## src/hw/spme_pkg.sv

```systemverilog
// Package of constants and types for the serial program mode entry block
package spme_pkg;
  // ==========================================================================
  // Key and link geometry
  localparam int          SPME_KEY_BITS  = 32;
  localparam logic [31:0] SPME_KEY_RESET = 32'h0000_0000;
  localparam logic [5:0]  SPME_CNT_RESET = 6'h00;
  localparam int          SPME_SYNC_STAGES = 2;
  // Default key value is arbitrary; the real key is set by a parameter
  localparam logic [31:0] SPME_KEY_DEFAULT = 32'h5A3C_96E1;

  // ==========================================================================
  // Entry modes
  typedef enum logic [1:0] {
    SPME_NORMAL,
    SPME_HV_SESSION,
    SPME_LV_SESSION
  } spme_mode_t;
endpackage

```

## src/hw/spme_sync.sv

```systemverilog
// Two-stage synchroniser for pin inputs, one bit per lane
`timescale 1ns/10ps
`default_nettype none
module spme_sync
  import spme_pkg::*;
#(
  parameter int WIDTH = 1
) (
  input  wire logic             clk_in,
  input  wire logic             rst_n_in,
  input  wire logic [WIDTH-1:0] d_in,
  output logic      [WIDTH-1:0] q_out
);
  // ==========================================================================
  // Synchroniser stages
  logic [WIDTH-1:0] meta_r;

  // First stage is read only by the second stage
  always_ff @(posedge clk_in or negedge rst_n_in) begin
    if (!rst_n_in) begin
      meta_r <= '0;
      q_out  <= '0;
    end else begin
      meta_r <= d_in;
      q_out  <= meta_r;
    end
  end
endmodule
`default_nettype wire

```

## src/hw/spme_top.sv

```systemverilog
// Program/verify mode entry logic: high-voltage and keyed low-voltage entry
// Function
// - The data pin is two-way serial data; the clock pin is only an input.
// - Low-voltage entry is accepted only while the enable bit is 1.
// - While the enable bit is set, the clear reset function is forced on.
// - The enable bit may be cleared only in a high-voltage session.
// - In the mode, memory, IDs and configuration go over the link.
`timescale 1ns/10ps
`default_nettype none
module spme_top
  import spme_pkg::*;
#(
  parameter logic [31:0] ENTRY_KEY = SPME_KEY_DEFAULT,
  parameter int          KEY_BITS  = SPME_KEY_BITS
) (
  input  wire logic MCLK_IN,
  input  wire logic ARST_N_IN,
  input  wire logic PROG_CLOCK_PIN_IN,
  input  wire logic PROG_DATA_PIN_IN,
  input  wire logic MASTER_CLEAR_N_PIN_IN,
  input  wire logic HIGH_PROG_VOLTAGE_IN,
  input  wire logic LOW_VOLTAGE_ENTRY_ENABLE_IN,
  input  wire logic CLEAR_RESET_CFG_IN,
  input  wire logic LINK_DATA_OUT_IN,
  input  wire logic LINK_DATA_OE_IN,
  input  wire logic CLEAR_LV_ENABLE_REQ_IN,
  output logic      PROG_DATA_PIN_OUT,
  output logic      PROG_DATA_PIN_OE_OUT,
  output logic      PROG_MODE_OUT,
  output logic      HV_SESSION_OUT,
  output logic      LINK_CLOCK_RISE_OUT,
  output logic      LINK_DATA_OUT,
  output logic      MASTER_CLEAR_RESET_EN_OUT,
  output logic      CLEAR_LV_ENABLE_GRANT_OUT
);
  // ==========================================================================
  // Reset release
  logic rst_s1_r;
  logic rst_n_r;

  // Asynchronous assert, two-flop release
  always_ff @(posedge MCLK_IN or negedge ARST_N_IN) begin
    if (!ARST_N_IN) begin
      rst_s1_r <= 1'h0;
      rst_n_r  <= 1'h0;
    end else begin
      rst_s1_r <= 1'h1;
      rst_n_r  <= rst_s1_r;
    end
  end

  // ==========================================================================
  // Pin synchronisation
  logic [4:0] pins_s;
  logic       clk_s;
  logic       dat_s;
  logic       clr_n_s;
  logic       hv_s;
  logic       lve_s;
  logic [SPME_SYNC_STAGES-1:0] warm_r;

  spme_sync #(
    .WIDTH (5)
  ) u_sync (
    .clk_in   (MCLK_IN),
    .rst_n_in (rst_n_r),
    .d_in     ({PROG_CLOCK_PIN_IN, PROG_DATA_PIN_IN, MASTER_CLEAR_N_PIN_IN,
                HIGH_PROG_VOLTAGE_IN, LOW_VOLTAGE_ENTRY_ENABLE_IN}),
    .q_out    (pins_s)
  );

  assign clk_s    = pins_s[4];
  assign dat_s    = pins_s[3];
  assign clr_n_s  = pins_s[2];
  assign hv_s     = pins_s[1];
  assign lve_s    = pins_s[0];

  // Fills with ones as the synchronisers fill with real pin levels; until
  // then their reset zeros must not read as a cleared enable bit
  always_ff @(posedge MCLK_IN or negedge rst_n_r) begin
    if (!rst_n_r) begin
      warm_r <= '0;
    end else begin
      warm_r <= {warm_r[SPME_SYNC_STAGES-2:0], 1'h1};
    end
  end

  // ==========================================================================
  // Link clock edge detection
  logic clk_d_r;
  logic clk_rise;

  // Clock pin is only sampled, never driven: it times each bit
  always_ff @(posedge MCLK_IN or negedge rst_n_r) begin
    if (!rst_n_r) begin
      clk_d_r <= 1'h0;
    end else begin
      clk_d_r <= clk_s;
    end
  end

  assign clk_rise = clk_s & ~clk_d_r;

  // ==========================================================================
  // Key shifter
  logic [31:0] key_r;
  logic [5:0]  cnt_r;
  logic        lv_arm;
  logic        key_match;
  spme_mode_t  mode_r;

  // Keyed entry only counts while master clear is low and no session runs
  assign lv_arm    = lve_s & ~clr_n_s & ~hv_s & (mode_r == SPME_NORMAL);
  assign key_match = (key_r == ENTRY_KEY) && (cnt_r == 6'(KEY_BITS));

  // One bit per rising link clock, msb first; released clear wipes it
  always_ff @(posedge MCLK_IN or negedge rst_n_r) begin
    if (!rst_n_r) begin
      key_r <= SPME_KEY_RESET;
      cnt_r <= SPME_CNT_RESET;
    end else if (!lv_arm) begin
      key_r <= SPME_KEY_RESET;
      cnt_r <= SPME_CNT_RESET;
    end else if (clk_rise && cnt_r != 6'(KEY_BITS)) begin
      key_r <= {key_r[30:0], dat_s};
      cnt_r <= cnt_r + 6'h01;
    end
  end

  // ==========================================================================
  // Mode state machine
  // High voltage wins over a key in progress, since it is the recovery path
  always_ff @(posedge MCLK_IN or negedge rst_n_r) begin
    if (!rst_n_r) begin
      mode_r <= SPME_NORMAL;
    end else begin
      unique case (mode_r)
        SPME_NORMAL: begin
          if (hv_s) begin
            mode_r <= SPME_HV_SESSION;
          end else if (lve_s && !clr_n_s && key_match) begin
            mode_r <= SPME_LV_SESSION;
          end
        end
        SPME_HV_SESSION: begin
          if (!hv_s) begin
            mode_r <= SPME_NORMAL;
          end
        end
        SPME_LV_SESSION: begin
          if (clr_n_s) begin
            mode_r <= SPME_NORMAL;
          end
        end
      endcase
    end
  end

  // ==========================================================================
  // Outputs, all registered
  always_ff @(posedge MCLK_IN or negedge rst_n_r) begin
    if (!rst_n_r) begin
      PROG_MODE_OUT             <= 1'h0;
      HV_SESSION_OUT            <= 1'h0;
      LINK_CLOCK_RISE_OUT       <= 1'h0;
      LINK_DATA_OUT             <= 1'h0;
      PROG_DATA_PIN_OUT         <= 1'h0;
      PROG_DATA_PIN_OE_OUT      <= 1'h0;
      MASTER_CLEAR_RESET_EN_OUT <= 1'h1;
      CLEAR_LV_ENABLE_GRANT_OUT <= 1'h0;
    end else begin
      PROG_MODE_OUT  <= (mode_r != SPME_NORMAL);
      HV_SESSION_OUT <= (mode_r == SPME_HV_SESSION);
      // Link strobes reach the command logic only inside a session
      LINK_CLOCK_RISE_OUT <= clk_rise & (mode_r != SPME_NORMAL);
      LINK_DATA_OUT       <= dat_s;
      // Data pin turns around only in a session
      PROG_DATA_PIN_OUT    <= LINK_DATA_OUT_IN;
      PROG_DATA_PIN_OE_OUT <= LINK_DATA_OE_IN & (mode_r != SPME_NORMAL);
      // Enable bit set forces the clear pin reset on; held on while the
      // synchronisers warm up, so no false off follows a reset
      MASTER_CLEAR_RESET_EN_OUT <= lve_s | CLEAR_RESET_CFG_IN |
                                   ~warm_r[SPME_SYNC_STAGES-1];
      // Clearing the enable bit needs a high-voltage session
      CLEAR_LV_ENABLE_GRANT_OUT <= CLEAR_LV_ENABLE_REQ_IN &
                                   (mode_r == SPME_HV_SESSION);
    end
  end

  // ==========================================================================
  // Checks
  chk_lv_needs_enable: assert property (
    @(posedge MCLK_IN) disable iff (!rst_n_r)
    (mode_r == SPME_NORMAL ##1 mode_r == SPME_LV_SESSION) |-> $past(lve_s))
    else $error("low-voltage entry without enable bit");

  chk_clear_forced_on: assert property (
    @(posedge MCLK_IN) disable iff (!rst_n_r)
    lve_s |=> MASTER_CLEAR_RESET_EN_OUT)
    else $error("clear reset not forced on");

  chk_clear_grant_hv: assert property (
    @(posedge MCLK_IN) disable iff (!rst_n_r)
    CLEAR_LV_ENABLE_GRANT_OUT |-> $past(mode_r) == SPME_HV_SESSION)
    else $error("enable cleared outside high-voltage session");

  chk_key_count: assert property (
    @(posedge MCLK_IN) disable iff (!rst_n_r)
    (lv_arm && clk_rise && cnt_r < 6'(KEY_BITS)) |=>
      cnt_r == $past(cnt_r) + 6'h01)
    else $error("key bit not counted");

  chk_full_key_entry: assert property (
    @(posedge MCLK_IN) disable iff (!rst_n_r)
    (mode_r == SPME_NORMAL ##1 mode_r == SPME_LV_SESSION) |->
      $past(cnt_r) == 6'(KEY_BITS))
    else $error("entry before full key");

  chk_release_exits: assert property (
    @(posedge MCLK_IN) disable iff (!rst_n_r)
    (mode_r == SPME_LV_SESSION && clr_n_s) |=> ##1 !PROG_MODE_OUT)
    else $error("mode kept after clear release");

  chk_release_wipes: assert property (
    @(posedge MCLK_IN) disable iff (!rst_n_r)
    clr_n_s |=> cnt_r == SPME_CNT_RESET)
    else $error("partial key kept");

  chk_oe_in_session: assert property (
    @(posedge MCLK_IN) disable iff (!rst_n_r)
    PROG_DATA_PIN_OE_OUT |-> $past(mode_r) != SPME_NORMAL)
    else $error("data pin driven outside session");

  chk_strobe_session: assert property (
    @(posedge MCLK_IN) disable iff (!rst_n_r)
    LINK_CLOCK_RISE_OUT |-> PROG_MODE_OUT || $past(mode_r) != SPME_NORMAL)
    else $error("link strobe outside session");
endmodule
`default_nettype wire

```

## config.mk

```make
export PLATFORM = sky130hd
export DESIGN_NAME = spme_top
export DESIGN_NICKNAME = d
export VERILOG_FILES = /design/src/hw/spme_pkg.sv /design/src/hw/spme_sync.sv /design/src/hw/spme_top.sv
export SDC_FILE = /design/constraint.sdc
export NUM_CORES = 1
export LEC_CHECK = 0
export ABC_AREA = 1
export BUFFER_PORTS_ARGS = -buffer_cell sky130_fd_sc_hd__buf_2
export CAP_MARGIN = 20
export CORE_MARGIN = 8
export CORE_UTILIZATION = 50
export CTS_CLUSTER_DIAMETER = 40
export DETAILED_ROUTE_END_ITERATION = 8
export PLACE_DENSITY = 0.68
export SLEW_MARGIN = 20
export SYNTH_ARGS = -nofsm -noshare
export SYNTH_HDL_FRONTEND = slang
export SYNTH_HIERARCHICAL = 1
export SYNTH_SLANG_ARGS = --single-unit
```

## constraint.sdc

```tcl
create_clock -name MCLK_IN -period 2.45 [get_ports MCLK_IN]
set_input_delay 0.245 -clock MCLK_IN [delete_from_list [all_inputs] [get_ports MCLK_IN]]
set_output_delay 0.245 -clock MCLK_IN [all_outputs]
set_load 0.1 [all_outputs]
```

# --- Word-level counts from Yosys, hierarchy flattened ---
# Index checks and enable logic that the tools add are counted.
op_classes:
  shifts: 0
  n_mul: 0
  magnitude_cmp: 0
  div_mod_pow: 0
  n_eq_ne: 9
  add_sub_neg: 1
  mux: 9
  reduce_logical: 8
  n_bitwise: 13
ops:
  columns: ["cell", "count"]
  rows:
  - ["$mux W32", 2]
  - ["$eq A32 B31 Y1 const B", 1]
  - ["$mux W6", 2]
  - ["$mux W2", 4]
  - ["$and A1 B1 Y1", 7]
  - ["$add A6 B1 Y6 const B", 1]
  - ["$eq A6 B6 Y1 const B", 1]
  - ["$ne A6 B6 Y1 const B", 1]
  - ["$pmux W2 S3", 1]
  - ["$logic_and A1 B1 Y1", 4]
  - ["$ne A2 B1 Y1 const B", 2]
  - ["$not A1 Y1", 4]
  - ["$ne A3 B1 Y1 const B", 1]
  - ["$reduce_and A3 Y1", 1]
  - ["$eq A2 B1 Y1 const B", 1]
  - ["$eq A2 B2 Y1 const B", 1]
  - ["$logic_not A2 Y1", 1]
  - ["$ne A2 B2 Y1 const B", 1]
  - ["$or A1 B1 Y1", 2]
  - ["$reduce_bool A2 Y1", 1]
  - ["$logic_not A1 Y1", 1]
word_totals:
  out_inout_bits: 8
  romBits: 0
  input_bits: 11
  regBits: 63
  latch_bits: 0
  mem_count: 0
  wordCells: 57
  ram_bits: 0

# --- Longest topological paths before layout ---
# Gate-level depths: netlist of the first run.
logic_depth:
  depth_word: 6
  mapped_depth: 11
  depth_no_buf: 11

# --- Cells and area by module ---
# Netlist of the first run, hierarchy kept.
modules_own_cells:
  columns: ["module", "instances", "area_each_um2", "seq_area_each_um2", "cells_each"]
  rows:
  - ["spme_top", 1, 2343.5, 1327.5, 257]
  - ["spme_sync", 1, 250.2, 250.2, 10]

# --- Worst setup path before layout of the first run ---
# OpenSTA, ideal clock, no wires.
synth_timing:
  path_kind: "reg2reg"
  startpoint: "reg mode_r[0]"
  endpoint: "reg cnt_r[0]"
  setup_ns: 0.119
  path_slack_ns: 1.101
  n_path_buf: 1
  t_arrival_ns: 1.230
  required_time_ns: 2.331
  path_stages_with_launch: 10
  synth_period_minus_slack_ns: 1.349
  path_cell_list: "dfrtp_1 -> inv_1 -> ha_1 -> inv_2 -> nor2_4 -> nand2_4 -> clkinv_2 -> nand2_2 -> buf_6 -> o21ai_2"
synth_between:
  elab_chain_len: 3
  word_cells_on_any_way: 4
  classes_between: "eq/ne: 1; mux: 1; bitwise: 1; reduce/logical: 1"
synth_lines:
  columns: ["item", "line_no", "text"]
  rows:
  - ["start: declaration", "spme_top.sv:110", "spme_mode_t mode_r;"]
  - ["start signal: assignment", "spme_top.sv:135", "mode_r <= SPME_NORMAL;"]
  - ["start signal: assignment", "spme_top.sv:140", "mode_r <= SPME_HV_SESSION;"]
  - ["start signal: assignment", "spme_top.sv:142", "mode_r <= SPME_LV_SESSION;"]
  - ["$logic_not A2 Y1 *", "spme_top.sv:113", "assign lv_arm = lve_s & ~clr_n_s & ~hv_s & (mode_r == SPME_NORMAL);"]
  - ["$and A1 B1 Y1 *", "spme_top.sv:113", null]
  - ["$ne A2 B1 Y1 (no source line) / $mux W6 (equally long branches)", null, null]
  - ["end signal: assignment", "spme_top.sv:126", "cnt_r <= cnt_r + 6'h01;"]
  - ["end: declaration", "spme_top.sv:107", "logic [5:0] cnt_r;"]
# Every way passes the cells marked *; elsewhere a longest branch is shown, timed or not.
# A chain may end at the register's enable or synchronous reset.

# --- Worst setup path in the final report of the first run ---
layout_timing:
  startpoint: "reg cnt_r[0]"
  endpoint: "reg key_r[25]"
layout_between:
  elab_chain_len: 3
layout_lines:
  columns: ["item", "line_no", "text"]
  rows:
  - ["$ne A6 B6 Y1", "spme_top.sv:124", "end else if (clk_rise && cnt_r != 6'(KEY_BITS)) begin"]
  - ["$logic_and A1 B1 Y1", "spme_top.sv:124", null]
  - ["$ne A2 B1 Y1 (no source line)", null, null]
  - ["end signal: assignment", "spme_top.sv:125", "key_r <= {key_r[30:0], dat_s};"]
  - ["end: declaration", "spme_top.sv:106", "logic [31:0] key_r;"]
# No other way between the ends.

==> results.yml, run 1 <==
detailed_routing:
  drtAntennaViolNets: 0
  detail_route.vias_per_cell: 4.81
  firstDrtPassIters: 4
  dr.first_iter.drc_count: 74
  postRouteWirelength_um: 4380
  drc: 0
  vias_after_detailed_routing: 1765
  post_drt_wl_per_cell_um: 11.9
place:
  buffer_ports.inserted: 18
  gp_congestion: 0.824
  detailedPlacementHpwl_um: 2960
worst_hold_path:
  hold_path.startpoint: "LINK_DATA_OUT_IN"
  min_to: "PROG_DATA_PIN_OUT"
  hold_path_depth: 1
  hold_path.class: "in2reg"
clock_network:
  tritoncts.num_buffers: 9
  clk_transition_reported_paths_ns: 0.07
  ctsHtreeMaxLevel: 3
  cts_sinks: 63
  clk-insertion-delay-late_ns: 0.33
  post_cts.resized_instances: 0
  ctsLongestPathBuffers: 2
  tritoncts: "built"
  ctsRootBufferMaster: "sky130_fd_sc_hd__clkbuf_8"
  buffer_count_from_post_cts_setup_fixing: 0
synth:
  synth.cell_area_um2: 2590
  yosys.area.top_type: "sky130_fd_sc_hd__dfrtp_1"
  synthFlopType: "sky130_fd_sc_hd__dfrtp_1"
  top_area_cells_in_the_synthesized_netlist: "sky130_fd_sc_hd__dfrtp_1, sky130_fd_sc_hd__nand2_1, sky130_fd_sc_hd__nand3_1, sky130_fd_sc_hd__inv_1, sky130_fd_sc_hd__o21ai_2"
  netlist-cell-type-count: 28
  yosysTopAreaCellShare: 0.598
  avg_inst_size_synth_um2: 9.71
  synthCells: 267
  seq_area_frac_synth: 0.608
  yosysWarnings: 6
  synth-edff-count: 0
  ys_seq_elements: 63
  async_flop_share: 1.00
  synth.cells.most_frequent: "sky130_fd_sc_hd__nand2_1, sky130_fd_sc_hd__dfrtp_1, sky130_fd_sc_hd__inv_1, sky130_fd_sc_hd__nand3_1, sky130_fd_sc_hd__nor2_1"
  synth_most_common_cell: "sky130_fd_sc_hd__nand2_1"
worst_setup_path:
  r2r_slack_ns: 0.69
  worst_ep_required_time_ns: 2.69
  worst_path_dominant_cell_family: "simple AND/OR/NAND/NOR gates"
  reg2regPathDepth: 8
  timing.critical_path.from_type: "flip-flop"
  endpoint_kind: "flip-flop"
  crit_chain: "inv_1 -> ha_1 -> nand2_1 -> inv_1 -> nand3_2 -> nand2_4 -> nand2_2 -> o21ai_0"
  slowest_stage: "sky130_fd_sc_hd__dfrtp_1"
  regToRegStartpoint: "cnt_r[0]"
  timing.critical_path.mode_cell: "sky130_fd_sc_hd__inv_1"
  regToRegEndpoint: "key_r[25]"
  maximum_fanout_along_the_worst_path: 25
  max_incr_delay_on_cp_ns: 0.38
  arrival_ns: 2.00
  worst-path-buf-inv: 2
  crit_type: "reg2reg"
  cp.depth: 8
cells_and_area:
  number_of_inserted_diodes: 0
  area.sequential_um2: 1580
  drive_above_1_share: 0.192
  fill_cells: 434
  area.growth.synth_to_final_pct: 14.2
  finish.net_count: 308
  multi_input_comb_area_um2: 838
grt:
  number_of_antenna_violations_at_the_first_check_in_global_routing: 0
  grt_start_max_net_pins: 35
  number_of_global_route_vias_before_repair: 1796
  global_route.overflow_total: 0
  total_track_usage: 0.128
  wire_length_of_the_first_global_routing_pass_um: 7750
sta:
  relSlewSlack: 0.564
  finalSetupViolations: 0
  post-route-min-period_ns: 1.76
  setup_repair_after_global_routing_missed_its_margin: "false"
  finalHoldWorstSlack_ns: 0.0183
  final-hold-violation-count: 0
  slew_at_the_pin_closest_to_its_max_slew_limit_ns: 0.654
  fin_skew_ns: 0.00692
  final_max_slew_viol_count: 0
  achievable-frequency_mhz: 569
  setup_total_negative_slack_ns: 0
  post-route-period-util: 0.717
power_and_ir_drop:
  fin_total_pwr_uw: 2550
  total_leakage_power_uw: 0.00152
  combPwrFrac: 0.174
  power.switching_uw: 765
  power_per_cell_area_nw_per_um2: 859
  sequentialPowerShare: 0.443
  power.clock.fraction: 0.383
  p_sw_frac: 0.300
  ir_worst_vdd_mv: 0.566
  intPower_uw: 1780
outcome:
  status: "finished clean"
floorplan:
  fp-row-count: 26
  area_enclosed_by_the_die_boundary_um2: 7750
  core_region_area_um2: 5040
  boundaryPins: 19
  initial_core_util: 0.514
  die_width_um: 88.0
  vert_die_dim_um: 88.0
run:
  maxCapViolCount: 0
through the flow:
stage | utilization | instance area (µm²) | setup WS (ns) | cells
finish | 0.587 | 2960 | 0.692 | 367
global placement | 0.543 | 2740 | 0.734 | 350
detailed placement | 0.543 | 2740 | 0.691 | 350
global route | 0.587 | 2960 | 0.527 | 367
floorplan | - | 2600 | 0.568 | 268
CTS | 0.587 | 2960 | 0.684 | 367
how the worst max path moves through the flow:
stage               startpoint                        end  slack, ns
CTS                   cnt_r[0]                  key_r[25]       0.68
global placement     mode_r[0]                  key_r[17]       0.73
detailed placement    cnt_r[0]                  key_r[17]       0.69
finish                cnt_r[0]                  key_r[25]       0.69
floorplan              rst_n_r  CLEAR_LV_ENABLE_GRANT_OUT       0.57
global route          cnt_r[0]                  key_r[21]       0.53
layout by cell type (no fill, tap or decap), types with 2 or more instances in the layout:
cell and count:
sky130_fd_sc_hd__dfrtp_1 61, sky130_fd_sc_hd__clkinv_2 3, sky130_fd_sc_hd__buf_2 18, sky130_fd_sc_hd__nor3_1 2
sky130_fd_sc_hd__inv_1 28, sky130_fd_sc_hd__nor2_1 20, sky130_fd_sc_hd__nand3_1 25, sky130_fd_sc_hd__conb_1 2
sky130_fd_sc_hd__nand2_1 81, sky130_fd_sc_hd__o21ai_0 6, sky130_fd_sc_hd__clkbuf_1 2, sky130_fd_sc_hd__a21oi_1 3
sky130_fd_sc_hd__nor2_2 2, sky130_fd_sc_hd__clkbuf_8 10, sky130_fd_sc_hd__o21ai_2 10, sky130_fd_sc_hd__bufinv_16 2
sky130_fd_sc_hd__ha_1 5, sky130_fd_sc_hd__nand2_4 2
logic make-up after synthesis:
family / Yosys count / synth area share
flip-flops: 63 / 0.608
AO/OA/AOI/OAI: 21 / 0.0569
AND/OR/NAND/NOR: 139 / 0.239
adder cells (fa/ha/maj): 5 / 0.0241
buffers and inverters: 38 / 0.0699
other: 1 / 0.00145
flip-flops by register name, indices dropped and copies added, names as in the netlist, 2 cells and up:
register / count
u_sync/meta_r: 5
key_r: 32
warm_r: 2
u_sync/q_out: 5
mode_r: 2
cnt_r: 6
routing by layer:
layer | part of all wire | GRT usage
met1 | 0.46 | 0.149
met2 | 0.47 | 0.213
met3 | 0.042 | 0.0356
met4 | 0.023 | 0.0599
met5 | 0 | 0
final cells by class:
class                   count  area share
multi-input cells         167       0.283
well taps                  70      0.0296
clock inverters             4      0.0237
clock buffers              12      0.0490
flip-flops and latches     63       0.533
inverters                  30      0.0384
repair buffers             21      0.0431
power groups by stage:
stage / Combinational [µW] / Sequential (µW) / Clock (µW)
3_3_place_gp: 443 / 1150 / 0
6_report: 444 / 1130 / 974
5_1_grt: 477 / 1140 / 1040
2_1_floorplan: 151 / 1370 / 0
3_5_place_dp: 449 / 1150 / 0
4_1_cts: 451 / 1130 / 992
timing repair:
action | CTS | global route
hold buffers | 1 | 0
endpoints found under the hold margin | 2 | 0
endpoints found under the setup margin | 0 | 0
Note: power is estimated with default switching activity, not from simulation.
==> run 2, diff against run 1 <==
- PLACE_DENSITY: 0.68 -> 0.71
- clock period: 2.45 -> 1.59 ns (I/O delays scaled with it)
==> run 2 against run 1 <==
Sequential share of layout area fell by 3.2 points. Clock skew is 0.00083 ns higher. Cell count increased by 4.4%. Critical path depth rose by 1. Register-to-register slack got worse by 0.59 ns. First-iteration DRC count rose by 31%. Utilization rose by 3.7 points. Fmax up 18%. Clock-buffer cell count is the same. Critical endpoint is now key_r[27]. Highest routed layer unchanged.
==> results.yml, run 2 (synthesis gave the netlist of run 1 again) <==
power_and_ir_drop:
  power_per_cell_area_nw_per_um2: 1210
  sequentialPowerShare: 0.453
  p_sw_frac: 0.312
  ir_worst_vdd_mv: 0.803
  power.clock.fraction: 0.347
  power.switching_uw: 1190
  total_leakage_power_uw: 0.00159
  intPower_uw: 2630
  combPwrFrac: 0.200
  fin_total_pwr_uw: 3830
floorplan:
  vert_die_dim_um: 88.0
  initial_core_util: 0.514
  boundaryPins: 19
  area_enclosed_by_the_die_boundary_um2: 7750
  core_region_area_um2: 5040
  fp-row-count: 26
  die_width_um: 88.0
clock_network:
  ctsLongestPathBuffers: 2
  ctsRootBufferMaster: "sky130_fd_sc_hd__clkbuf_8"
  tritoncts: "built"
  cts_sinks: 63
  tritoncts.num_buffers: 9
  clk_transition_reported_paths_ns: 0.07
  ctsHtreeMaxLevel: 3
  clk-insertion-delay-late_ns: 0.33
grt:
  number_of_antenna_violations_at_the_first_check_in_global_routing: 0
  grt_start_max_net_pins: 43
  total_track_usage: 0.135
  wire_length_of_the_first_global_routing_pass_um: 7880
  number_of_global_route_vias_before_repair: 1783
  global_route.overflow_total: 0
place:
  post-place-cells: 353
  detailedPlacementHpwl_um: 2970
  buffer_ports.inserted: 18
  gp_congestion: 0.755
cells_and_area:
  largest_register: "key_r"
  largest_registers: "key_r (32), cnt_r (6)"
  most_frequent_standard_cell_in_the_layout_excluding_fill_and_tap_cells: "sky130_fd_sc_hd__nand2_1"
  final-instance-count-excl-fill: 383
  drive_above_1_share: 0.230
  commonest_cells_after_routing_fill_and_taps_aside: "sky130_fd_sc_hd__nand2_1, sky130_fd_sc_hd__dfrtp_1, sky130_fd_sc_hd__inv_1"
  finish.net_count: 324
  area.growth.synth_to_final_pct: 21.4
  finalCoreUtilization: 0.625
  number_of_flip_flops_in_the_largest_register: 32
  number_of_inserted_diodes: 0
  fill_cells: 419
worst_setup_path:
  worst_ep_required_time_ns: 1.86
  timing_startpoint_of_the_critical_path: "cnt_r[0]"
  crit_path_end: "key_r[27]"
  timing.critical_path.mode_cell: "sky130_fd_sc_hd__nand2_1"
  crit_chain: "inv_2 -> ha_1 -> nand2_1 -> inv_1 -> nand3_4 -> nand2_8 -> buf_4 -> nand3_1 -> nand2_1"
  regToRegEndpoint: "key_r[27]"
  reg2regPathDepth: 9
  slowest_stage: "sky130_fd_sc_hd__dfrtp_1"
  regToRegStartpoint: "cnt_r[0]"
  endpoint_kind: "flip-flop"
  crit_type: "reg2reg"
  maximum_fanout_along_the_worst_path: 14
  arrival_ns: 1.75
  max_incr_delay_on_cp_ns: 0.39
  r2r_slack_ns: 0.10
  timing.critical_path.from_type: "flip-flop"
detailed_routing:
  vias_after_detailed_routing: 1799
  detail_route.vias_per_cell: 4.70
  dr.first_iter.drc_count: 97
  drc: 0
  drtAntennaViolNets: 0
  firstDrtPassIters: 4
  post_drt_wl_per_cell_um: 12.3
  postRouteWirelength_um: 4710
worst_hold_path:
  hold_path.class: "in2reg"
sta:
  setup_total_negative_slack_ns: 0
  setup_repair_after_global_routing_missed_its_margin: "true"
  finalHoldWorstSlack_ns: 0.0138
  achievable-frequency_mhz: 672
  final-hold-violation-count: 0
  fin_skew_ns: 0.00776
  final_max_slew_viol_count: 0
  post-route-min-period_ns: 1.49
  finalSetupViolations: 0
  post-route-period-util: 0.936
run:
  maxCapViolCount: 0
outcome:
  status: "finished clean"
-- run 2: cell types whose count changed in the layout (fill, tap and decap cells not counted), moves of 2 or more --
cell / before / now
sky130_fd_sc_hd__nor2_4: 1 / 3
sky130_fd_sc_hd__o21ai_1: 0 / 2
sky130_fd_sc_hd__o21ai_0: 6 / 3
sky130_fd_sc_hd__inv_2: 1 / 3
sky130_fd_sc_hd__dlygate4sd3_1: 1 / 8
sky130_fd_sc_hd__buf_4: 1 / 5
sky130_fd_sc_hd__inv_1: 28 / 26
-- run 2: power groups by stage --
stage	Clock, µW	Sequential, µW	Combinational [µW]
after floorplan	0	2110	233
after detailed placement	0	1760	700
after global routing	1430	1740	825
after global placement	0	1760	692
after CTS	1360	1730	725
final	1330	1730	766
-- run 2: cell type report --
class	count	area, µm²	share of cell area
Clock buffer	12	145	0.0461
Inverter	30	115	0.0366
Clock inverter	4	45.0	0.0143
Multi-Input combinational cell	169	903	0.287
Tap cell	70	87.6	0.0278
Sequential cell	63	1580	0.501
Timing Repair Buffer	35	274	0.0870
-- run 2: repair_timing --
item / CTS / global route
pin swaps: 2 / 5
hold endpoints to repair: 8 / 1
setup buffers: 0 / 4
gates resized for setup: 2 / 15
hold buffers: 7 / 1
endpoints found under the setup margin: 15 / 40
cloned: 1 / 1
-- run 2: how the worst min path moves through the flow --
| stage | slack [ns] | from | endpoint | depth (start not counted) |
|---|---|---|---|---|
| after CTS | 0.003 | CLEAR_RESET_CFG_IN | MASTER_CLEAR_RESET_EN_OUT | 3 |
| after detailed placement | -0.05 | ARST_N_IN | rst_s1_r | 1 |
| after global placement | -0.06 | ARST_N_IN | rst_s1_r | 1 |
| after global routing | 0.02 | CLEAR_LV_ENABLE_REQ_IN | CLEAR_LV_ENABLE_GRANT_OUT | 3 |
| final | 0.01 | CLEAR_LV_ENABLE_REQ_IN | CLEAR_LV_ENABLE_GRANT_OUT | 3 |
| after floorplan | -0.14 | ARST_N_IN | rst_n_r | 0 |
-- run 2: worst max-delay path: cells and delay by family, from the launching register on --
family / cells / cell delay (ns)
flops: 1 / 0.39
simple gates: 5 / 0.50
buf+inv: 3 / 0.37
fa+ha+maj: 1 / 0.14
-- run 2: stage by stage --
stage | cell area [µm²] | setup slack [ns]
2_1_floorplan | 2600 | 0.241
3_3_place_gp | 2760 | -0.0487
3_5_place_dp | 2760 | -0.0713
6_report | 3150 | 0.101
5_1_grt | 3150 | -0.0218
4_1_cts | 3040 | 0.00192
-- run 2: layer usage --
layer / up-vias / global-route usage / wire length [µm]
met1: 854 / 0.163 / 2210
met4: 0 / 0.0737 / 89
met2: 24 / 0.210 / 2240
li1: 911 / - / -
met5: - / 0 / 0
met3: 10 / 0.0394 / 175
==> run 3, diff against run 2 <==
- BUFFER_PORTS_ARGS: -buffer_cell sky130_fd_sc_hd__buf_2 -> not set
- DONT_BUFFER_PORTS: not set -> 1
- PLACE_DENSITY: 0.71 -> 0.68
==> run 3 against run 2 <==
Sequential share of layout area is 3.1 points lower. Power grew 6.0%. Clock-buffer cell count is 1 lower. Register-to-register slack got worse by 0.03 ns. Flip-flop and latch count unchanged. Critical path depth up 2. Worst hold slack improved by 0.036 ns. Routed wire length increased by 13%. Fmax fell by 2.2%. Cell area up 6.6%. Clock power rose by 7%. Critical path type unchanged. Critical endpoint is now key_r[19]. Highest routed layer unchanged.
==> results.yml, run 3 (synthesis gave the netlist of run 1 again) <==
cells_and_area:
  finalCoreUtilization: 0.666
  number_of_inserted_diodes: 0
  drive_above_1_share: 0.259
  finish.net_count: 331
  area.growth.synth_to_final_pct: 29.4
  largest_registers: "key_r (32), cnt_r (6)"
  postLayoutCellArea_um2: 3360
  most_frequent_standard_cell_in_the_layout_excluding_fill_and_tap_cells: "sky130_fd_sc_hd__nand2_1"
  commonest_cells_after_routing_fill_and_taps_aside: "sky130_fd_sc_hd__nand2_1, sky130_fd_sc_hd__dfrtp_1, sky130_fd_sc_hd__nand3_1"
  largest_register: "key_r"
  number_of_flip_flops_in_the_largest_register: 32
place:
  pre_cts_slack_ns: -0.0693
  detailedPlacementHpwl_um: 3180
  buffer_ports.inserted: 0
  placed_area_um2: 2780
  gp_congestion: 0.806
worst_setup_path:
  slowest_stage: "sky130_fd_sc_hd__dfrtp_1"
  endpoint_kind: "flip-flop"
  crit_type: "reg2reg"
  worst_path_dominant_cell_family: "simple AND/OR/NAND/NOR gates"
  arrival_ns: 1.80
  timing.critical_path.from_type: "flip-flop"
  crit_chain: "inv_2 -> ha_4 -> nand2_2 -> inv_2 -> nand3_4 -> nand2_4 -> buf_12 -> nor2_4 -> buf_4 -> nand2_1 -> nand2_1"
  maximum_fanout_along_the_worst_path: 5
  worst-path-buf-inv: 4
  max_incr_delay_on_cp_ns: 0.37
  worst_ep_required_time_ns: 1.87
detailed_routing:
  drc: 0
  dr.first_iter.drc_count: 109
  drtAntennaViolNets: 0
  firstDrtPassIters: 4
  vias_after_detailed_routing: 1896
  postRouteWirelength_um: 5330
  post_drt_wl_per_cell_um: 13.7
  detail_route.vias_per_cell: 4.86
sta:
  post-route-min-period_ns: 1.52
  finalHoldWorstSlack_ns: 0.0500
  final_max_slew_viol_count: 0
  post-route-period-util: 0.957
  slew_at_the_pin_closest_to_its_max_slew_limit_ns: 0.504
  relSlewSlack: 0.665
  fin_skew_ns: 0.00863
  achievable-frequency_mhz: 657
  final-hold-violation-count: 0
  setup_repair_after_global_routing_missed_its_margin: "true"
  setup_slack_ns: 0.0685
  finalSetupViolations: 0
  setup_total_negative_slack_ns: 0
clock_network:
  clk_transition_reported_paths_ns: 0.07
  ctsHtreeMaxLevel: 3
  tritoncts.num_buffers: 9
  tritoncts: "built"
  ctsRootBufferMaster: "sky130_fd_sc_hd__clkbuf_8"
  clk-insertion-delay-late_ns: 0.34
  ctsLongestPathBuffers: 2
  cts_sinks: 63
floorplan:
  core_region_area_um2: 5040
  vert_die_dim_um: 88.0
  boundaryPins: 19
  initial_core_util: 0.514
  fp-row-count: 26
  die_width_um: 88.0
  area_enclosed_by_the_die_boundary_um2: 7750
grt:
  global_route.overflow_total: 0
  wire_length_of_the_first_global_routing_pass_um: 8670
  grt_start_max_net_pins: 24
  total_track_usage: 0.148
  number_of_antenna_violations_at_the_first_check_in_global_routing: 0
  number_of_global_route_vias_before_repair: 1872
power_and_ir_drop:
  ir_worst_vdd_mv: 1.06
  total_leakage_power_uw: 0.00167
  power_per_cell_area_nw_per_um2: 1210
worst_hold_path:
  hold_path.class: "in2async"
outcome:
  status: "finished clean"
run:
  maxCapViolCount: 0
==> run 3: repair_timing <==
item,CTS,global route
gates resized for setup,2,28
buffers inserted,0,16
pin swaps,1,7
endpoints found under the setup margin,34,39
hold buffers,10,0
endpoints found under the hold margin,11,0
gates cloned,1,1
==> run 3: metrics by stage <==
stage / std cells / total power, µW
final: 390 / 4060
after detailed placement: 346 / 2510
after CTS: 373 / 3970
after global placement: 346 / 2490
after floorplan: 268 / 2340
after global routing: 390 / 4220
==> run 3: where the power goes <==
group	leakage, µW	internal, µW	switching, µW
registers	0.000829	1690	50.4
clock network	0.000105	806	614
logic	0.000739	273	622
total	0.00167	2770	1290
==> run 3: cell type report <==
class	count	area, µm²
Sequential cell	63	1580
Multi-Input combinational cell	169	923
Fill cell	384	1690
Inverter	30	118
Tap cell	70	87.6
Clock buffer	11	151
Timing Repair Buffer	42	440
Clock inverter	5	56.3
==> run 3: final timing paths <==
check | start | to | slack, ns | cells after the start
max | cnt_r[1] | key_r[19] | 0.07 | 11
min | ARST_N_IN | rst_n_r | 0.05 | 1
max reg2reg | cnt_r[1] | key_r[19] | 0.07 | 11
min reg2reg | rst_n_r | PROG_DATA_PIN_OUT | 0.20 | 0
max in group asynchronous | rst_n_r | MASTER_CLEAR_RESET_EN_OUT | 0.85 | 1
min in group MCLK_IN | u_sync/meta_r[3] | u_sync/q_out[3] | 0.35 | 0
==> run 3: worst reg2reg max path, cell delays in order, from the launching register on <==
cell and delay, ns:
sky130_fd_sc_hd__dfrtp_1 0.37, sky130_fd_sc_hd__inv_2 0.06, sky130_fd_sc_hd__ha_4 0.15, sky130_fd_sc_hd__nand2_2 0.05, sky130_fd_sc_hd__inv_2 0.04, sky130_fd_sc_hd__nand3_4 0.07, sky130_fd_sc_hd__nand2_4 0.12, sky130_fd_sc_hd__buf_12 0.17
sky130_fd_sc_hd__nor2_4 0.17, sky130_fd_sc_hd__buf_4 0.16, sky130_fd_sc_hd__nand2_1 0.05, sky130_fd_sc_hd__nand2_1 0.06
==> run 3: routing by layer <==
metal | track usage | wire length (µm) | vias to the layer above
met3 | 0.0385 | 210 | 12
met5 | 0 | 0 | -
met1 | 0.181 | 2340 | 925
li1 | - | - | 928
met2 | 0.233 | 2660 | 31
met4 | 0.0829 | 119 | 0
